$ cat config.mk
export PLATFORM = sky130hd
export DESIGN_NAME = ccix_top
export DESIGN_NICKNAME = d
export VERILOG_FILES = /design/src/ccix_crc7.v /design/src/ccix_sync.v /design/src/ccix_top.v
export VERILOG_INCLUDE_DIRS = /design/src /design/src/src
export SDC_FILE = /design/constraint.sdc
export NUM_CORES = 1
export LEC_CHECK = 0
export BUFFER_PORTS_ARGS = -buffer_cell sky130_fd_sc_hd__buf_4
export CORE_MARGIN = 2
export CORE_UTILIZATION = 32
export CTS_BUF_LIST = sky130_fd_sc_hd__clkbuf_8 sky130_fd_sc_hd__clkbuf_16
export CTS_CLUSTER_SIZE = 14
export DETAILED_ROUTE_END_ITERATION = 10
export GPL_TIMING_DRIVEN = 0
export PLACE_DENSITY_LB_ADDON = 0.08
export SYNTH_ARGS = -nofsm -noshare
export SYNTH_HDL_FRONTEND = slang
export SYNTH_SLANG_ARGS = --single-unit
$ cat constraint.sdc
create_clock -name I_CLK_SYS -period 7.21 [get_ports I_CLK_SYS]
set_clock_uncertainty 0.15 [all_clocks]
set_input_delay 0 -clock I_CLK_SYS [delete_from_list [all_inputs] [get_ports I_CLK_SYS]]
set_output_delay 0 -clock I_CLK_SYS [all_outputs]
set_load 0.1 [all_outputs]
$ cat src/ccix_consts.vh
// Purpose: shared constants of the card command issue block
// Assumes: 50 MHz system clock, APB with 32-bit data
// Notes: offsets are byte addresses of aligned words
`ifndef CCIX_CONSTS_VH
`define CCIX_CONSTS_VH

// register byte offsets
`define CCIX_OFF_CMD 12'h000
`define CCIX_OFF_ARG 12'h004
`define CCIX_OFF_BSIZE 12'h008
`define CCIX_OFF_BCOUNT 12'h00c
`define CCIX_OFF_STATUS 12'h010
`define CCIX_OFF_XCOUNT 12'h014

// command word fields
`define CCIX_CMD_IDX_HI 5
`define CCIX_CMD_IDX_LO 0
`define CCIX_CMD_PPULL 7
`define CCIX_CMD_BUSY 8
`define CCIX_CMD_RSP_LO 9
`define CCIX_CMD_RSP_HI 10
`define CCIX_CMD_DIR 11
`define CCIX_CMD_STREAM 12
`define CCIX_CMD_DATA 13
// writable bits of the command word; the rest reads as zero
`define CCIX_CMD_MASK 32'h00003fbf

// argument halves
`define CCIX_ARG_UP_HI 31
`define CCIX_ARG_UP_LO 16
`define CCIX_ARG_LO_HI 15
`define CCIX_ARG_LO_LO 0

// response types
`define CCIX_RSP_NONE 2'h0
`define CCIX_RSP_48_CRC 2'h1
`define CCIX_RSP_136_CRC 2'h2
`define CCIX_RSP_48_NOCRC 2'h3

// reset values
`define CCIX_RST_CMD 32'h00000000
`define CCIX_RST_ARG 32'h00000000
`define CCIX_RST_BSIZE 12'h200
`define CCIX_RST_BCOUNT 16'h0001

// frame layout
`define CCIX_FRAME_BITS 6'd48
`define CCIX_CRC_POS 6'd8
`define CCIX_STOP_INDEX 6'd12
`define CCIX_CRC_POLY 7'h09

// card clock timing
`define CCIX_SYS_PERIOD_NS 20
`define CCIX_CARD_HALF_NS 80
`define CCIX_HALF_CYC ((`CCIX_CARD_HALF_NS) / (`CCIX_SYS_PERIOD_NS))

`endif

$ cat src/ccix_crc7.v
// Purpose: serial crc7, polynomial x^7 + x^3 + 1
// Assumes: one data bit per enable, msb first
// Notes: clear wins over enable
`timescale 1ns/100ps
`default_nettype none
`include "ccix_consts.vh"
module ccix_crc7 (
   // clock and reset
   input wire i_clk,
   input wire i_rst_n,
   // control and data
   input wire i_clear,
   input wire i_en,
   input wire i_bit,
   output reg [6:0] o_crc
);
   wire fb;

   assign fb = i_bit ^ o_crc[6];

   always @(posedge i_clk or negedge i_rst_n) begin
      if (!i_rst_n) begin
         o_crc <= 7'h00;
      end else if (i_clear) begin
         o_crc <= 7'h00;
      end else if (i_en) begin
         o_crc <= {o_crc[5:0], 1'b0} ^ (fb ? `CCIX_CRC_POLY : 7'h00);
      end
   end
endmodule
`default_nettype wire

$ cat src/ccix_sync.v
// Purpose: two-stage level synchroniser
// Assumes: input is asynchronous to i_clk
// Notes: first stage feeds only the second
`timescale 1ns/100ps
`default_nettype none
module ccix_sync (
   // clock and reset
   input wire i_clk,
   input wire i_rst_n,
   // level in and out
   input wire i_d,
   output reg o_q
);
   reg meta_q;

   always @(posedge i_clk or negedge i_rst_n) begin
      if (!i_rst_n) begin
         meta_q <= 1'b1;
         o_q <= 1'b1;
      end else begin
         meta_q <= i_d;
         o_q <= meta_q;
      end
   end
endmodule
`default_nettype wire

$ cat src/ccix_top.v
// Purpose: card command issue, APB registers to serial command frame
// Assumes: card clock derived here; data path and response capture outside
// Notes: command line changes on falling card clock edges
`timescale 1ns/100ps
`default_nettype none
`include "ccix_consts.vh"
module ccix_top (
   // system
   input wire I_CLK_SYS,
   input wire I_RST_N,
   // apb slave
   input wire I_PSEL,
   input wire I_PENABLE,
   input wire I_PWRITE,
   input wire [11:0] I_PADDR,
   input wire [31:0] I_PWDATA,
   output reg [31:0] O_PRDATA,
   output reg O_PREADY,
   output reg O_PSLVERR,
   // card link
   output reg O_CARD_CLK,
   input wire I_CMD_IN,
   output reg O_CMD_OUT,
   output reg O_CMD_OE,
   // data path side
   input wire I_DATA_BYTE,
   output reg O_CMD_SENT,
   output reg O_XFER_ACTIVE,
   output reg O_XFER_WRITE,
   output reg O_XFER_STREAM,
   output reg O_XFER_DONE,
   output reg [1:0] O_RESP_TYPE,
   output reg O_BUSY_EXPECTED
);
   localparam ST_IDLE = 2'd0;
   localparam ST_WAIT = 2'd1;
   localparam ST_SEND = 2'd2;
   // last divider count of a half card period
   localparam [31:0] DIV_LAST_W = `CCIX_HALF_CYC - 1;
   localparam [2:0] DIV_LAST = DIV_LAST_W[2:0];

   reg [31:0] cmd_word_q;
   reg [31:0] arg_q;
   reg [11:0] bsize_q;
   reg [15:0] bcount_q;
   reg [1:0] state_q;
   reg [47:0] shift_q;
   reg [5:0] bit_cnt_q;
   reg [2:0] div_q;
   reg [27:0] xcount_q;
   reg [27:0] xtotal_q;
   reg refused_q;
   wire cmd_level;
   wire [6:0] crc;
   wire setup;
   wire access;
   wire wr_cmd;
   wire fall_tick;
   wire tx_bit;
   wire crc_en;
   wire crc_clr;
   wire addr_ok;
   wire [27:0] total;
   reg [31:0] rd_mux;

   assign setup = I_PSEL && !I_PENABLE;
   assign access = I_PSEL && I_PENABLE && O_PREADY;
   assign addr_ok = (I_PADDR == `CCIX_OFF_CMD) || (I_PADDR == `CCIX_OFF_ARG) ||
                    (I_PADDR == `CCIX_OFF_BSIZE) || (I_PADDR == `CCIX_OFF_BCOUNT) ||
                    (I_PADDR == `CCIX_OFF_STATUS) || (I_PADDR == `CCIX_OFF_XCOUNT);
   // a new command is refused while one is still on the line
   assign wr_cmd = access && I_PWRITE && (I_PADDR == `CCIX_OFF_CMD) && (state_q == ST_IDLE);
   assign fall_tick = (div_q == DIV_LAST) && O_CARD_CLK;
   // operands widened so the product keeps all 28 bits
   assign total = {16'h0000, bsize_q} * {12'h000, bcount_q};

   ccix_sync u_cmd_sync (
      .i_clk(I_CLK_SYS),
      .i_rst_n(I_RST_N),
      .i_d(I_CMD_IN),
      .o_q(cmd_level)
   );

   // crc over frame bits 47 to 8
   assign crc_en = fall_tick && (state_q == ST_SEND) && (bit_cnt_q > `CCIX_CRC_POS);
   assign crc_clr = wr_cmd;

   ccix_crc7 u_crc (
      .i_clk(I_CLK_SYS),
      .i_rst_n(I_RST_N),
      .i_clear(crc_clr),
      .i_en(crc_en),
      .i_bit(shift_q[47]),
      .o_crc(crc)
   );

   // crc msb leaves at the bit count where data ends
   assign tx_bit = (bit_cnt_q == `CCIX_CRC_POS) ? crc[6] : shift_q[47];

   always @* begin
      rd_mux = 32'h00000000;
      case (I_PADDR)
         `CCIX_OFF_CMD: rd_mux = cmd_word_q;
         `CCIX_OFF_ARG: rd_mux = arg_q;
         `CCIX_OFF_BSIZE: rd_mux = {20'h00000, bsize_q};
         `CCIX_OFF_BCOUNT: rd_mux = {16'h0000, bcount_q};
         `CCIX_OFF_STATUS: rd_mux = {28'h0000000, refused_q, cmd_level,
                                     O_XFER_ACTIVE, (state_q != ST_IDLE)};
         `CCIX_OFF_XCOUNT: rd_mux = {4'h0, xcount_q};
         default: rd_mux = 32'h00000000;
      endcase
   end

   // apb: one wait-free access phase, answer prepared in setup
   always @(posedge I_CLK_SYS or negedge I_RST_N) begin
      if (!I_RST_N) begin
         O_PREADY <= 1'b0;
         O_PRDATA <= 32'h00000000;
         O_PSLVERR <= 1'b0;
      end else begin
         O_PREADY <= setup;
         if (setup) begin
            O_PRDATA <= I_PWRITE ? 32'h00000000 : rd_mux;
            O_PSLVERR <= !addr_ok;
         end else if (!I_PSEL) begin
            O_PSLVERR <= 1'b0;
         end
      end
   end

   // register writes
   always @(posedge I_CLK_SYS or negedge I_RST_N) begin
      if (!I_RST_N) begin
         cmd_word_q <= `CCIX_RST_CMD;
         arg_q <= `CCIX_RST_ARG;
         bsize_q <= `CCIX_RST_BSIZE;
         bcount_q <= `CCIX_RST_BCOUNT;
         refused_q <= 1'b0;
      end else if (access && I_PWRITE) begin
         case (I_PADDR)
            `CCIX_OFF_CMD: begin
               // write while sending is refused and flagged
               if (state_q == ST_IDLE) begin
                  cmd_word_q <= I_PWDATA & `CCIX_CMD_MASK;
                  refused_q <= 1'b0;
               end else begin
                  refused_q <= 1'b1;
               end
            end
            `CCIX_OFF_ARG: arg_q <= I_PWDATA;
            `CCIX_OFF_BSIZE: bsize_q <= I_PWDATA[11:0];
            `CCIX_OFF_BCOUNT: bcount_q <= I_PWDATA[15:0];
            default: bsize_q <= bsize_q;
         endcase
      end
   end

   // card clock divider; free running so the card sees clocks at idle
   always @(posedge I_CLK_SYS or negedge I_RST_N) begin
      if (!I_RST_N) begin
         div_q <= 3'd0;
         O_CARD_CLK <= 1'b0;
      end else if (div_q == DIV_LAST) begin
         div_q <= 3'd0;
         O_CARD_CLK <= !O_CARD_CLK;
      end else begin
         div_q <= div_q + 3'd1;
      end
   end

   // frame sender
   always @(posedge I_CLK_SYS or negedge I_RST_N) begin
      if (!I_RST_N) begin
         state_q <= ST_IDLE;
         shift_q <= 48'h000000000000;
         bit_cnt_q <= 6'd0;
         O_CMD_OUT <= 1'b1;
         O_CMD_OE <= 1'b0;
         O_CMD_SENT <= 1'b0;
      end else begin
         O_CMD_SENT <= 1'b0;
         case (state_q)
            ST_IDLE: begin
               if (wr_cmd) begin
                  // index into 45..40, start 0, transmission 1
                  // argument is copied, its register left as is
                  shift_q <= {2'b01, I_PWDATA[`CCIX_CMD_IDX_HI:`CCIX_CMD_IDX_LO],
                              arg_q[`CCIX_ARG_UP_HI:`CCIX_ARG_UP_LO],
                              arg_q[`CCIX_ARG_LO_HI:`CCIX_ARG_LO_LO], 8'h00};
                  bit_cnt_q <= `CCIX_FRAME_BITS;
                  state_q <= ST_WAIT;
               end
            end
            ST_WAIT: begin
               if (fall_tick) begin
                  state_q <= ST_SEND;
               end
            end
            ST_SEND: begin
               if (fall_tick) begin
                  if (bit_cnt_q == 6'd0) begin
                     O_CMD_OE <= 1'b0;
                     O_CMD_OUT <= 1'b1;
                     O_CMD_SENT <= 1'b1;
                     state_q <= ST_IDLE;
                  end else begin
                     // push pull drives both levels, open drain only low
                     if (cmd_word_q[`CCIX_CMD_PPULL]) begin
                        O_CMD_OUT <= tx_bit;
                        O_CMD_OE <= 1'b1;
                     end else begin
                        O_CMD_OUT <= 1'b0;
                        O_CMD_OE <= !tx_bit;
                     end
                     // crc then end bit 1 after data bits
                     if (bit_cnt_q == `CCIX_CRC_POS) begin
                        shift_q <= {crc[5:0], 1'b1, 41'h00000000000};
                     end else begin
                        shift_q <= {shift_q[46:0], 1'b0};
                     end
                     bit_cnt_q <= bit_cnt_q - 6'd1;
                  end
               end
            end
            default: state_q <= ST_IDLE;
         endcase
      end
   end

   // response set-up follows the command word
   always @(posedge I_CLK_SYS or negedge I_RST_N) begin
      if (!I_RST_N) begin
         O_RESP_TYPE <= `CCIX_RSP_NONE;
         O_BUSY_EXPECTED <= 1'b0;
      end else begin
         O_RESP_TYPE <= cmd_word_q[`CCIX_CMD_RSP_HI:`CCIX_CMD_RSP_LO];
         O_BUSY_EXPECTED <= cmd_word_q[`CCIX_CMD_BUSY];
      end
   end

   // data transfer tracking, armed when the frame has gone out
   always @(posedge I_CLK_SYS or negedge I_RST_N) begin
      if (!I_RST_N) begin
         O_XFER_ACTIVE <= 1'b0;
         O_XFER_WRITE <= 1'b0;
         O_XFER_STREAM <= 1'b0;
         O_XFER_DONE <= 1'b0;
         xcount_q <= 28'h0000000;
         xtotal_q <= 28'h0000000;
      end else begin
         O_XFER_DONE <= 1'b0;
         if (O_CMD_SENT) begin
            // stop command ends a running stream
            if (O_XFER_ACTIVE && O_XFER_STREAM &&
                (cmd_word_q[`CCIX_CMD_IDX_HI:`CCIX_CMD_IDX_LO] == `CCIX_STOP_INDEX)) begin
               O_XFER_ACTIVE <= 1'b0;
               O_XFER_DONE <= 1'b1;
            // only a command with data starts a transfer
            end else if (cmd_word_q[`CCIX_CMD_DATA]) begin
               O_XFER_WRITE <= cmd_word_q[`CCIX_CMD_DIR];
               O_XFER_STREAM <= cmd_word_q[`CCIX_CMD_STREAM];
               xcount_q <= 28'h0000000;
               xtotal_q <= total;
               // an empty block transfer completes at once
               if (!cmd_word_q[`CCIX_CMD_STREAM] && (total == 28'h0000000)) begin
                  O_XFER_ACTIVE <= 1'b0;
                  O_XFER_DONE <= 1'b1;
               end else begin
                  O_XFER_ACTIVE <= 1'b1;
               end
            end
         end else if (O_XFER_ACTIVE && I_DATA_BYTE) begin
            xcount_q <= xcount_q + 28'h0000001;
            // block transfer ends on its byte total
            if (!O_XFER_STREAM && (xcount_q + 28'h0000001 == xtotal_q)) begin
               O_XFER_ACTIVE <= 1'b0;
               O_XFER_DONE <= 1'b1;
            end
         end
      end
   end
endmodule
`default_nettype wire

==> flow_summary.toml <==
[synthesis]
synthFlopType = "dfrtp_1"
ys_seq_elements = 235
syn_area_per_cell_um2 = 9.49
synth_area_um2 = 17500
synth_most_common_cell = "nand2_1"
synth-edff-count = 0
netlist_instances = 1846
yosys_warnings = 0
syn-num-nets = 2107
synth.top_cells.by_count = "294 x nand2_1, 230 x dfrtp_1, 213 x inv_1"
ys_seq_area_share_pct = 33.6
synth_area_leaders = "dfrtp_1 33%, fa_1 16%, nand2_1 6.3%"
async_flop_share_pct = 100
yosys.cell_types.count = 80
synth_top_cell_by_area = "dfrtp_1"
synth_top_cell_area_share_pct = 32.9

[placed_design]
dp_worst_setup_slack_ns = -0.344
portBuffers = 94
place_congestion = 0.857
dp_hpwl_um = 44700

[die]
core_area_um2 = 53900
initial_utilization_pct = 32.5
ios = 96
die_y_um = 238
die_w_um = 238
rows = 85
die-area_um2 = 56600

[global_routing]
antenna_found_initial = 1
grt_pass1_wl_um = 88100
first_global_vias = 14235
grt_overflow_total = 0
grt_max_degree = 114
track_usage_pct = 20.5

[power_and_ir_drop]
p_per_area_nw_per_um2 = 139
cell_internal_pwr_mw = 2.23
switching_power_mw = 0.641
seqPwrFrac_pct = 46.1
p_total_mw = 2.87
pwr-share-comb_pct = 3.9
peakVddDrop_mv = 0.140
pwr-share-clk_pct = 50.0
p_leak_nw = 10.1
p_sw_share_pct = 22.3

[timing]
rsz0062_at_grt = "no"
slew_headroom_pct = 36.7
hold_viol = 0
worstMarginPinSlew_ns = 0.949
fin_crit_sh_pct = 96.2
fin_crit_ns = 6.94
fin_ws_ns = 0.273
finalSetupViolCount = 0
max_freq_mhz = 144
slew_violations = 0

[worst_setup_path]
crit_required_ns = 7.49
start_kind = "register"
endpoint_kind = "register"
worstSetupPathType = "register to register"
crit_arrival_ns = 7.22
timing.critical_path.fanout_max = 10

[clocking]
cts_buffers = 26
cts_tree = "built"
clkTransAtPathRegs_ns = 0.06
cts.sinks = 235
cts_htree_levels = 1
cts_setup_buffers = 0
clock_latency_ns = 0.55
cts-root-buf = "clkbuf_16"
clockBufferDepth = 3

[route]
viasPerCell = 5.14
drcViolationCount = 0
routed_wl_um = 57700
vias = 14025
post_drt_wl_per_cell_um = 21.1
first_pass_iters = 6
postRouteAntennaNets = 0
dr.first_iter.drc_count = 1075

[worst_hold_path]
min_path_type = "primary input to register"

[run]
maxCapViolCount = 0

[final_layout]
diodes = 0
synthToLayoutAreaGrowth_pct = 17.5
layout-drive-gt1-share_pct = 14.8
layout.nets = 2273
fill_cells = 5483

[status]
status = "finished, final reports clean"
[cells in the final DEF, fill, tap and decap left out, drive strengths merged, types with 4 or more instances in the layout]
cell,count
ha,70
clkbuf,119
nor2,65
or2,4
dfstp,5
a211oi,9
fa,140
a21oi,73
a22oi,21
a31oi,6
a222oi,32
nor3,18
o21ai,99
dfrtp,230
o31ai,24
and4,7
inv,218
buf,126
mux2,76
nand2,294
mux2i,23
o21a,4
xor2,28
nor4,13
or3,10
and3,8
o311ai,4
a221oi,8
nand4,14
xnor2,30
a21o,14
nand2b,11
a22o,9
o2111ai,4
a21boi,6
dlygate4sd3,45
nor2b,13
and2,73
nand3,26
o211ai,12
[state kept, by name, indices dropped and copies added (netlist names), 3 cells and up]
signal / cells
shift_q: 40
div_q: 3
O_PRDATA: 32
arg_q: 32
cmd_word_q: 13
u_crc.o_crc: 7
xcount_q: 28
bit_cnt_q: 6
bsize_q: 12
xtotal_q: 28
bcount_q: 16
[routing by layer]
layer	global-route usage (%)	wire length [µm]	part of all wire, %	vias to the layer above
met2	34.8	27800	48	321
li1	-	-	-	6551
met3	1.74	2270	3.9	53
met1	28.5	26600	46	7100
met5	0	0	0	-
met4	4.50	1060	1.8	0
[kinds of logic after synthesis]
logic type / count (synthesis) / synth area share, %
xor gates and xnor gates: 58 / 2.90
muxes: 99 / 6.20
buffers and inverters: 327 / 7.31
DFF: 235 / 33.6
adders and majority gates: 212 / 21.1
AOI/OAI and AO/OA: 345 / 13.3
and+or+nand+nor: 570 / 15.6
[what timing repair did]
item	CTS	global route
hold buffers	46	0
pin swaps	0	0
setup endpoints to repair	2	2
gates resized for setup	5	46
hold endpoints to repair	216	0
[critical path, stage by stage (launching register included)]
cell	delay [ns]
dfrtp_2	0.54
clkbuf_2	0.36
nand2_1	0.13
fa_1	0.51
fa_1	0.52
inv_1	0.05
fa_1	0.51
fa_1	0.51
inv_1	0.05
fa_1	0.59
inv_1	0.07
ha_1	0.38
nand4_1	0.17
o21ai_2	0.31
nor4_1	0.12
a221oi_2	0.36
mux2i_1	0.14
nor4_2	0.38
nand4_1	0.12
or4_1	0.53
a32o_1	0.30
[power groups by stage]
stage / registers [mW] / logic (mW) / clock network, mW
final: 1.32 / 0.112 / 1.44
after global routing: 1.32 / 0.122 / 1.52
after CTS: 1.32 / 0.114 / 1.47
after detailed placement: 1.35 / 0.0933 / 0
after global placement: 1.35 / 0.0892 / 0
after floorplan: 1.35 / 0.0154 / 0
[cell type report]
type                    instances  area [µm²]  area share [%]
plain buffers                 110         495            2.41
clock inverters                10         101           0.492
flip-flops and latches        235        5900            28.6
repair buffers                142        1250            6.05
well taps                     696         871            4.23
inverters                     213         800            3.88
multi-input cells            1284       10300            50.3
clock buffers                  38         827            4.02
[final timing paths]
path                                                  start                        end  cells past startpoint  slack [ns]
worst max-delay path                 bsize_q[4]$_DFFE_PN0P_  O_XFER_ACTIVE$_DFFE_PN0P_                     20        0.27
worst min-delay path                            I_PADDR[10]    O_PRDATA[3]$_DFFE_PN0P_                      5        0.06
worst max register to register       bsize_q[4]$_DFFE_PN0P_  O_XFER_ACTIVE$_DFFE_PN0P_                     20        0.27
worst min register to register  u_cmd_sync.meta_q$_DFF_PN1_   u_cmd_sync.o_q$_DFF_PN1_                      0        0.21
max in group asynchronous                           I_RST_N     bsize_q[3]$_DFFE_PN0P_                      5        5.48
min in group asynchronous                           I_RST_N   xcount_q[21]$_DFFE_PN0P_                      4        0.39
[stage by stage]
step	std cells	area, µm²	utilization, %	setup TNS [ns]	hold slack, ns
floorplan	1846	17500	-	0	-0.446
global placement	2636	19100	35.4	-0.601	-0.0411
detailed placement	2638	19200	35.5	-0.654	-0.224
CTS	2729	20600	38.1	0	0.0308
global route	2728	20600	38.2	0	0.0703
finish	2728	20600	38.2	0	0.0604
Power figures use the tool's default switching activity.
